<file path="src/verilog/sacc_params.svh">
// constants for the shared address cam configuration block
`ifndef SACC_PARAMS_SVH
`define SACC_PARAMS_SVH
// register indices; byte address is four times the index
`define SACC_IDX_VALID 8'h19
`define SACC_IDX_SEL 8'h1A
`define SACC_IDX_ADDR 8'h1B
`define SACC_IDX_MASK_LO 8'h1C
`define SACC_IDX_MASK_HI 8'h1D
`define SACC_IDX_CTRL 8'h1E
// field positions
`define SACC_HI_PORTS_MSB 4
`define SACC_HI_PTR_LSB 5
`define SACC_CTRL_SEC_BIT 0
// sizes and counts
`define SACC_ENTRIES 32
`define SACC_PORTS 13
`define SACC_BYTES_PER_ADDR 3'h6
`define SACC_LAST_BYTE 3'h5
// reset values
`define SACC_RST_VALID 8'h00
`define SACC_RST_SEL 5'h00
`define SACC_RST_MASK 13'h0000
`define SACC_RST_ADDR 48'h000000000000
`endif

</file>
<file path="src/verilog/sacc_pkg.sv">
// types shared by the shared address cam configuration block
package sacc_pkg;
  typedef struct packed
  {
    logic valid;
    logic [3:0] port;
    logic [47:0] addr;
  } sacc_cmp_req_type;
  typedef struct packed
  {
    logic done;
    logic hit;
    logic [4:0] entry;
  } sacc_cmp_rsp_type;
endpackage

</file>
<file path="src/verilog/sacc_regs.sv">
// apb register bank and filter lookup for the shared address cam entries
`timescale 1ns/10ps
`include "sacc_params.svh"
module sacc_regs
(
  // clock and reset
  input wire logic pclk,
  input wire logic presetn,
  // apb slave
  input wire logic psel,
  input wire logic penable,
  input wire logic pwrite,
  input wire logic [11:0] paddr,
  input wire logic [31:0] pwdata,
  output logic [31:0] prdata,
  output logic pready,
  output logic pslverr,
  // validity flags of entries 1..24, kept elsewhere
  input wire logic [23:0] lower_valid,
  // filter lookup
  input wire sacc_pkg::sacc_cmp_req_type cmp_req,
  output sacc_pkg::sacc_cmp_rsp_type cmp_rsp
);
  import sacc_pkg::*;

  logic [7:0] shared_entry_valid_reg;
  logic [4:0] entry_sel;
  logic [2:0] byte_ptr;
  logic sec_enable;
  logic [47:0] cam_addr [`SACC_ENTRIES];
  logic [12:0] entry_port_mask [`SACC_ENTRIES];
  logic [31:0] all_valid;
  logic [31:0] member;
  logic [31:0] hit_vec;
  logic [7:0] reg_idx;
  logic in_range;
  logic mapped;
  logic commit;
  logic wr_commit;
  logic [31:0] next_prdata;
  logic [4:0] next_entry;
  logic [7:0] cur_byte;
  logic port_ok;
  logic [3:0] port_bit;

  // one wait state lets prdata and pready both leave flip-flops
  assign commit = psel & penable & pready;
  assign wr_commit = commit & pwrite;
  assign reg_idx = paddr[9:2];
  assign in_range = (paddr[11:10] == 2'b00) & (paddr[1:0] == 2'b00);
  assign all_valid = {shared_entry_valid_reg, lower_valid};
  assign cur_byte = cam_addr[entry_sel][{byte_ptr, 3'b000} +: 8];
  assign port_ok = (cmp_req.port >= 4'h1) & (cmp_req.port <= 4'hD);
  assign port_bit = cmp_req.port - 4'h1;

  always_comb
  begin
    mapped = in_range;
    next_prdata = 32'h00000000;
    unique case (reg_idx)
      `SACC_IDX_VALID:
        next_prdata[7:0] = shared_entry_valid_reg;
      `SACC_IDX_SEL:
        next_prdata[4:0] = entry_sel;
      `SACC_IDX_ADDR:
        next_prdata[7:0] = cur_byte;
      `SACC_IDX_MASK_LO:
        next_prdata[7:0] = entry_port_mask[entry_sel][7:0];
      `SACC_IDX_MASK_HI:
        next_prdata[7:0] = {byte_ptr, entry_port_mask[entry_sel][12:8]};
      `SACC_IDX_CTRL:
        next_prdata[`SACC_CTRL_SEC_BIT] = sec_enable;
      default:
        mapped = 1'b0;
    endcase
    if (!in_range)
    begin
      next_prdata = 32'h00000000;
    end
  end

  // bus answer
  always_ff @(posedge pclk or negedge presetn)
  begin
    if (!presetn)
    begin
      pready <= 1'b0;
      pslverr <= 1'b0;
      prdata <= 32'h00000000;
    end
    else
    begin
      pready <= psel & penable & ~pready;
      if (psel & penable & ~pready)
      begin
        pslverr <= ~mapped;
        prdata <= pwrite ? 32'h00000000 : next_prdata;
      end
      else
      begin
        pslverr <= 1'b0;
      end
    end
  end

  // validity flags of entries 25..32
  always_ff @(posedge pclk or negedge presetn)
  begin
    if (!presetn)
    begin
      shared_entry_valid_reg <= `SACC_RST_VALID;
    end
    else if (wr_commit & in_range & (reg_idx == `SACC_IDX_VALID))
    begin
      shared_entry_valid_reg <= pwdata[7:0];
    end
  end

  // entry select and security enable
  always_ff @(posedge pclk or negedge presetn)
  begin
    if (!presetn)
    begin
      entry_sel <= `SACC_RST_SEL;
      sec_enable <= 1'b0;
    end
    else if (wr_commit & in_range)
    begin
      if (reg_idx == `SACC_IDX_SEL)
      begin
        entry_sel <= pwdata[4:0];
      end
      if (reg_idx == `SACC_IDX_CTRL)
      begin
        sec_enable <= pwdata[`SACC_CTRL_SEC_BIT];
      end
    end
  end

  // byte pointer: restarts on a new selection, wraps after the sixth byte
  always_ff @(posedge pclk or negedge presetn)
  begin
    if (!presetn)
    begin
      byte_ptr <= 3'h0;
    end
    else if (wr_commit & in_range & (reg_idx == `SACC_IDX_SEL))
    begin
      byte_ptr <= 3'h0;
    end
    else if (commit & in_range & (reg_idx == `SACC_IDX_ADDR))
    begin
      if (byte_ptr == `SACC_LAST_BYTE)
      begin
        byte_ptr <= 3'h0;
      end
      else
      begin
        byte_ptr <= byte_ptr + 3'h1;
      end
    end
  end

  // per-entry storage, masks and match terms
  generate
    for (genvar i = 0; i < `SACC_ENTRIES; i++)
    begin : g_entry
      always_ff @(posedge pclk or negedge presetn)
      begin
        if (!presetn)
        begin
          cam_addr[i] <= `SACC_RST_ADDR;
          entry_port_mask[i] <= `SACC_RST_MASK;
        end
        else if (wr_commit & in_range & (entry_sel == 5'(i)))
        begin
          if (reg_idx == `SACC_IDX_ADDR)
          begin
            cam_addr[i][{byte_ptr, 3'b000} +: 8] <= pwdata[7:0];
          end
          if (reg_idx == `SACC_IDX_MASK_LO)
          begin
            entry_port_mask[i][7:0] <= pwdata[7:0];
          end
          if (reg_idx == `SACC_IDX_MASK_HI)
          begin
            // pointer bits of the write data are dropped
            entry_port_mask[i][12:8] <= pwdata[`SACC_HI_PORTS_MSB:0];
          end
        end
      end
      // any combination of ports may claim any entry
      assign member[i] = port_ok & entry_port_mask[i][port_bit];
      assign hit_vec[i] = all_valid[i] & member[i] & (cam_addr[i] == cmp_req.addr);
    end
  endgenerate

  // lowest matching entry wins so the answer is deterministic
  always_comb
  begin
    next_entry = 5'h00;
    for (int k = `SACC_ENTRIES - 1; k >= 0; k--)
    begin
      if (hit_vec[k])
      begin
        next_entry = 5'(k);
      end
    end
  end

  // lookup answer, one cycle after the request
  always_ff @(posedge pclk or negedge presetn)
  begin
    if (!presetn)
    begin
      cmp_rsp <= '0;
    end
    else
    begin
      cmp_rsp.done <= cmp_req.valid;
      cmp_rsp.hit <= cmp_req.valid & sec_enable & (|hit_vec);
      cmp_rsp.entry <= cmp_req.valid ? next_entry : 5'h00;
    end
  end

  // helper state for checks
  logic [31:0] chk_valid;
  logic [31:0] chk_member;
  always_ff @(posedge pclk or negedge presetn)
  begin
    if (!presetn)
    begin
      chk_valid <= 32'h00000000;
      chk_member <= 32'h00000000;
    end
    else
    begin
      chk_valid <= all_valid;
      chk_member <= member;
    end
  end

  a_valid_write: assert property (@(posedge pclk) disable iff (!presetn)
    wr_commit & in_range & (reg_idx == `SACC_IDX_VALID)
    |=> shared_entry_valid_reg == $past(pwdata[7:0]))
    else $error("valid flags not written");

  a_hit_valid: assert property (@(posedge pclk) disable iff (!presetn)
    cmp_rsp.hit |-> chk_valid[cmp_rsp.entry])
    else $error("hit on an invalid entry");

  a_hit_member: assert property (@(posedge pclk) disable iff (!presetn)
    cmp_rsp.hit |-> chk_member[cmp_rsp.entry] && $past(sec_enable))
    else $error("hit without port membership");

  a_ptr_wrap: assert property (@(posedge pclk) disable iff (!presetn)
    commit & in_range & (reg_idx == `SACC_IDX_ADDR) & (byte_ptr == `SACC_LAST_BYTE)
    |=> byte_ptr == 3'h0)
    else $error("pointer did not wrap after six bytes");

  a_ptr_step: assert property (@(posedge pclk) disable iff (!presetn)
    commit & in_range & (reg_idx == `SACC_IDX_ADDR) & (byte_ptr < `SACC_LAST_BYTE)
    |=> byte_ptr == $past(byte_ptr) + 3'h1)
    else $error("pointer did not step");

  a_addr_byte: assert property (@(posedge pclk) disable iff (!presetn)
    wr_commit & in_range & (reg_idx == `SACC_IDX_ADDR)
    |=> cam_addr[$past(entry_sel)][{$past(byte_ptr), 3'b000} +: 8] == $past(pwdata[7:0]))
    else $error("address byte landed in wrong lane");

  a_mask_low: assert property (@(posedge pclk) disable iff (!presetn)
    wr_commit & in_range & (reg_idx == `SACC_IDX_MASK_LO)
    |=> entry_port_mask[$past(entry_sel)][7:0] == $past(pwdata[7:0]))
    else $error("mask low byte not written");

  a_mask_high: assert property (@(posedge pclk) disable iff (!presetn)
    wr_commit & in_range & (reg_idx == `SACC_IDX_MASK_HI)
    |=> entry_port_mask[$past(entry_sel)][12:8] == $past(pwdata[4:0]))
    else $error("mask high bits not written");

  a_ptr_readonly: assert property (@(posedge pclk) disable iff (!presetn)
    wr_commit & in_range & (reg_idx == `SACC_IDX_MASK_HI)
    |=> $stable(byte_ptr))
    else $error("pointer changed by a mask write");

  a_ready_pulse: assert property (@(posedge pclk) disable iff (!presetn)
    psel & penable & ~pready |=> pready ##1 !pready)
    else $error("pready not a single cycle");

  c_addr_wrap: cover property (@(posedge pclk) disable iff (!presetn)
    commit & (reg_idx == `SACC_IDX_ADDR) & (byte_ptr == `SACC_LAST_BYTE));
  c_hit: cover property (@(posedge pclk) disable iff (!presetn) cmp_rsp.hit);
  c_miss_valid: cover property (@(posedge pclk) disable iff (!presetn)
    cmp_rsp.done & !cmp_rsp.hit & sec_enable);
  c_unmapped: cover property (@(posedge pclk) disable iff (!presetn) pslverr & pready);
endmodule

</file>
<file path="config.mk">
export PLATFORM = sky130hd
export DESIGN_NAME = sacc_regs
export DESIGN_NICKNAME = d
export VERILOG_FILES = /design/src/verilog/sacc_pkg.sv /design/src/verilog/sacc_regs.sv
export VERILOG_INCLUDE_DIRS = /design/src /design/src/verilog
export SDC_FILE = /design/constraint.sdc
export NUM_CORES = 2
export LEC_CHECK = 0
export ABC_CLOCK_PERIOD_IN_PS = 5300
export BUFFER_PORTS_ARGS = -buffer_cell sky130_fd_sc_hd__buf_2
export CELL_PAD_IN_SITES_DETAIL_PLACEMENT = 0
export CELL_PAD_IN_SITES_GLOBAL_PLACEMENT = 2
export CORE_MARGIN = 8
export CORE_UTILIZATION = 50
export DETAILED_ROUTE_END_ITERATION = 8
export HOLD_SLACK_MARGIN = 0.08
export PLACE_DENSITY_LB_ADDON = 0.1
export REMOVE_ABC_BUFFERS = 1
export SYNTH_ARGS = -nofsm -noshare
export SYNTH_HDL_FRONTEND = slang
export SYNTH_SLANG_ARGS = --single-unit
</file>
<file path="constraint.sdc">
create_clock -name pclk -period 5.3 [get_ports pclk]
set_input_delay 0.53 -clock pclk [delete_from_list [all_inputs] [get_ports pclk]]
set_output_delay 0.53 -clock pclk [all_outputs]
set_load 0.005 [all_outputs]
</file>
Word-level counts from Yosys, hierarchy flattened
Index checks and enable logic that the tools add are counted.
{ "op_classes": {"n_reduce_logical": 104, "shifts": 3, "addsub": 3, "n_eq_ne": 70, "order_cmp": 4, "muxes": 145, "bitwise": 144} }
{ "op_table": {"columns": ["operator", "count"], "rows": [
  ["48-bit bitwise mux", 32],
  ["48-bit == test", 32],
  ["48-bit binary-select mux with 5-bit select", 1],
  ["2-bit AND reduction", 98],
  ["5-bit two-way mux", 33],
  ["1-bit AND", 141],
  ["1-bit binary-select mux with 4-bit select", 32],
  ["48-bit two-way mux", 2],
  ["5-bit == test, second input constant", 16],
  ["13-bit binary-select mux with 5-bit select", 1],
  ["8-bit by 5-bit == test with 1-bit output, second input constant", 6],
  ["8-bit by 8-bit variable shift with 48-bit output, first input constant", 1],
  ["48-bit by 7-bit indexed part select with 8-bit output", 1],
  ["8-bit by 8-bit indexed part select with 48-bit output", 1],
  ["5-bit by 4-bit == test with 1-bit output, second input constant", 8],
  ["1-bit two-way mux", 34],
  ["32-bit two-way mux", 1],
  ["32-bit OR reduction", 1],
  ["13-bit two-way mux", 2],
  ["5-bit by 3-bit == test with 1-bit output, second input constant", 4],
  ["4-bit case mux with 5 select lines", 1],
  ["3-bit case mux with 4 select lines", 1],
  ["5-bit by 2-bit == test with 1-bit output, second input constant", 2],
  ["3-bit two-way mux", 3],
  ["other kinds (17)", 19]
]} }
{ "totals": {"input_bits": 126, "wordCells": 579, "out_inout_bits": 41, "reg_bits": 2010} }

Longest topological paths before layout
{ "depth": {"word_depth": 39, "mapped_depth": 21, "mapped_depth_nobuf": 13} }

Worst setup path after synthesis
OpenSTA, ideal clock, no wires.
{ "synth_timing": {"kind": "input port to flip-flop", "start": "input cmp_req[48] (netlist bit)", "end": "register cmp_rsp[4] (netlist bit)", "t_required_ps": 5233, "path_stages": 20, "setup_ps": 67, "path_slack_ps": 1011, "n_path_buf": 9, "arrival_time_ps": 4222, "path_cell_list": "buf_6 buf_6 buf_6 buf_4 buf_4 inv_1 ha_1 buf_2 buf_4 clkbuf_1 clkbuf_1 mux4_2 a32oi_1 o21ai_0 nand4_1 nand2_1 nor3_1 nand2_1 nor3_1 and3_1"} }
{ "synth_via": {"elab_chain_cells": 39, "elab_cells_between_ends": 197, "classes_between": "add/sub (1); order compare (2); mux (97); bitwise (97)"} }
{ "synth_rtl": {"columns": ["element", "line_no", "source"], "rows": [
  ["from (decl)", "sacc_regs.sv:21", "input wire sacc_pkg::sacc_cmp_req_type cmp_req,"],
  ["4-bit by 1-bit subtractor with 4-bit output", "sacc_regs.sv:54", "assign port_bit = cmp_req.port - 4'h1;"],
  ["1-bit binary-select mux with 4-bit select", "sacc_regs.sv:193", "assign member[i] = port_ok & entry_port_mask[i][port_bit];"],
  ["1-bit two-way mux (not written as such)", "sacc_regs.sv:193", null],
  ["1-bit AND", "sacc_regs.sv:193", null],
  ["1-bit AND (2 in series)", "sacc_regs.sv:194", "assign hit_vec[i] = all_valid[i] & member[i] & (cam_addr[i] == cmp_req.addr);"],
  ["5-bit two-way mux (31 in series)", "sacc_regs.sv:204", "if (hit_vec[k])"],
  ["5-bit two-way mux (*)", "sacc_regs.sv:204", null],
  ["5-bit two-way mux (*)", "sacc_regs.sv:222", "cmp_rsp.entry <= cmp_req.valid ? next_entry : 5'h00;"],
  ["to (decl)", "sacc_regs.sv:22", "output sacc_pkg::sacc_cmp_rsp_type cmp_rsp"]
]} }
Every way passes the cells marked *; elsewhere a longest branch is shown, timed or not. The select of a mux whose other input is x is not followed.
A chain may end at the register's enable or synchronous reset.

Worst setup path in the final report
{ "layout_timing": {"start": "input cmp_req[47] (netlist bit)", "end": "register cmp_rsp[3] (netlist bit)"} }
{ "layout_via": {"elab_chain_cells": 35, "elab_cells_between_ends": 97, "classes_between": "eq/ne (32); mux (33); bitwise (32)"} }
{ "layout_rtl": {"columns": ["element", "line_no"], "rows": [
  ["48-bit == test", "sacc_regs.sv:194"],
  ["1-bit AND", "sacc_regs.sv:194"],
  ["5-bit two-way mux (31 in series)", "sacc_regs.sv:204"],
  ["5-bit two-way mux (*)", "sacc_regs.sv:204"],
  ["5-bit two-way mux (*)", "sacc_regs.sv:222"]
]} }
Every way passes the cells marked *; elsewhere a longest branch is shown, timed or not.

==> reports/results.txt <==
WP data required -> 6050 ps
Fill cells -> 18400
Top reg by flops -> cam_addr
TritonCTS clock tree -> built
initial antenna violation count -> 87
I/O Buffers -> 118
final hold vios -> 0
registers with the most flip-flops -> cam_addr x1536, entry_port_mask x416
min cycle time layout -> 4460 ps
first-pass GRT wire length -> 716000 um
max FFs per register -> 1536
top cell type's share of synthesized area -> 44.2%
EDFF count, synth -> 0
R2R Setup Slk -> 850 ps
initial drt markers -> 10900
cts bufs inserted -> 223
Final setup viols -> 0
CP Launch Point -> cmp_req[47]
hpwl dp -> 398000 um
top cell type by total area after synthesis -> dfrtp_1
clk buf depth -> 3
Crit. End Element -> register
num ports -> 167
Mapped Area -> 0.112 mm^2
top fanout value on the critical path -> 16
antenna-violating nets left -> 0
CP Launch Type -> input port
layout cells sized above 1 -> 42.5%
Die H -> 490 um
Worst path depth -> 9
Tcrit/Tclk final -> 84.2%
Yosys warnings -> 0
wire per inst -> 45.4 um
largest net degree at the start of global routing -> 153
CTS sink count -> 1986
CP Cell Sequence -> buf_2 > inv_1 > a2111oi_0 > nand3_1 > nor4_1 > nand3_1 > nand4_1 > nor3_1 > o311a_1
CP max stage cell -> buf_2
Starting Density -> 50.1%
largest family of logic cells by synthesized area -> multiplexers
Max VDD drop -> 0.000399 V
total power -> 34800 uW
flops & latches, synth -> 1986
worst path buffer plus inverter count -> 2
Post-Route WL -> 530000 um
Adder-Cell Fraction of Synth Area -> 0.0668%
FF/Latch Area -> 0.0497 mm^2
Synth Area per Inst -> 13.5 um^2
slew margin rel. -> 7.44%
ys flop type -> dfrtp_1
post-synthesis mux area share -> 34.2%
All-Layer GR Usage -> 43.0%
Area Overhead vs Synth -> 12.1%
Static Leak -> 0.0565 uW
Mapped Cells -> 8310
router iterations before antenna repair -> 6
Min-Delay Path Class -> input port to register
Synth area leaders -> dfrtp_1, mux2_2, mux4_2
clk_lat worst skew -> 900 ps
WS Path Type -> input port to register
multi-input logic area -> 0.0594 mm^2
Async SR Flop Fraction -> 100%
crit path to -> cmp_rsp[3]$_DFF_PN0_
Arrival @ worst endpoint -> 5210 ps
reg-to-reg startpoint -> entry_sel[0]$_DFFE_PN0P_
Post-CTS Setup Repair Bufs -> 0
Die W -> 490 um
Final #Nets -> 8575
setup repair after global routing missed its margin -> no
f_max -> 0.224 GHz
PD cells -> 276 mW/mm^2
status -> finished, final reports clean
CP most frequent cell -> nand3_1
vias in the first global route -> 80400
commonest non-fill, non-tap cell in the layout -> dfrtp_1
CP delay by family, top -> simple AND/OR/NAND/NOR gates
Root Buffer -> clkbuf_16
Remaining DRCs -> 0
die area -> 0.240 mm^2
Distinct cells, synth -> 70
Reg clk slew, reported paths -> 60 ps
Layout Utilization -> 56.2%
Least-Margin Pin Slew -> 1380 ps
Vias -> 82000
Simple-Gate Fraction of Synth Area -> 5.56%
Seq/Total Area, Yosys -> 44.2%
Placeable Area -> 0.224 mm^2
Synth Area in Compound Gates -> 2.21%
Via density -> 7.02
Placer Congestion -> 1.06
xor and xnor area share after synthesis -> 10.7%
global route overflow -> 0
r2r endpoint -> prdata[4]$_DFFE_PN0P_
Final Slew Violations -> 0
most frequent cells in the layout -> dfrtp_1, mux2_2, mux4_2, xnor2_1, xor2_1
H-tree depth -> 4
Max Cap Viol -> 0
slowest stage delay, CP -> 830 ps
FF-to-FF path depth -> 9
site row count -> 174
worst clock skew -> 37.2 ps
-- logic make-up after synthesis --
| group | Yosys count |
|---|---|
| compound gates | 358 |
| xor+xnor | 1368 |
| fa+ha+maj | 6 |
| buf+inv | 754 |
| flops | 1986 |
| mux | 2691 |
| other cells | 1 |
| simple gates | 1146 |
-- synth_stat cells (10+ instances only) --
cell and instances:
a2111oi_0 14, nand2_1 306, nor4_1 227, nand4_1 228
o21ai_0 75, nor2b_1 13, a22oi_1 23, mux2_2 1909
nor2_2 77, mux2_1 27, buf_2 207, a221o_1 10
o2bb2ai_1 15, dfrtp_1 1986, a221oi_1 27, mux4_2 721
a21oi_1 51, a222oi_1 14, mux2i_1 34, xnor2_1 694
nand3_1 65, o22ai_1 52, clkbuf_1 327, nor3_1 26
inv_1 102, nand2b_1 19, buf_6 18, buf_1 30
nor2_4 26, nor2_1 96, xor2_1 674, buf_4 64
and3_1 18
-- final cells by class --
class / count / area share [%]
Multi-Input combinational cell: 5593 / 47.1
Timing Repair Buffer: 531 / 3.68
Antenna cell: 49 / 0.0974
Clock inverter: 103 / 1.17
Sequential cell: 1986 / 39.5
Clock buffer: 314 / 5.15
Inverter: 108 / 0.322
Tap cell: 2992 / 2.97
-- how the worst min path moves through the flow --
stage | startpoint | endpoint | slack (ps) | cells past startpoint
2_1_floorplan | presetn | byte_ptr[0]$_DFFE_PN0P_ | 230 | 0
3_3_place_gp | prdata[0]$_DFFE_PN0P_ | prdata[0]$_DFFE_PN0P_ | 460 | 2
3_5_place_dp | prdata[0]$_DFFE_PN0P_ | prdata[0]$_DFFE_PN0P_ | 460 | 2
4_1_cts | paddr[2] | pslverr$_DFF_PN0_ | 90 | 3
5_1_grt | pwdata[6] | cam_addr[150]$_DFFE_PN0P_ | 140 | 3
6_report | paddr[2] | pslverr$_DFF_PN0_ | 130 | 3
-- power breakdown --
part           switching [uW]  internal (uW)  leakage (uW)
logic                    2060            595        0.0249
registers               0.875          15200        0.0276
clock network            6990           9950       0.00391
-- worst min-delay path, stage by stage --
cell and delay (ps):
buf_2 160, nand3_1 110, a41oi_1 130
-- layer usage --
layer | up-vias | share of wire (%) | track usage, %
met5 | - | 0.072 | 0
met1 | 44100 | 39 | 57.4
met2 | 5430 | 42 | 60.5
met3 | 1348 | 12 | 15.7
met4 | 50 | 7.2 | 24.4
li1 | 31100 | - | -
-- stage by stage --
stage | hold WS, ps | setup WS (ps) | area, um^2 | setup TNS (ps) | std cells
2_1_floorplan | 234 | -18160 | 109000 | - | 7687
3_3_place_gp | 456 | -316 | 118000 | -374 | 11200
3_5_place_dp | 458 | 460 | 118000 | 0 | 11200
4_1_cts | 85.1 | 961 | 126000 | 0 | 11600
5_1_grt | 144 | 835 | 126000 | 0 | 11600
6_report | 127 | 840 | 126000 | 0 | 11700
-- repair_timing --
item,CTS,global route
gates resized for setup,0,0
hold buffers,5,0
hold endpoints to repair,105,0
Power figures use the tool's default switching activity.
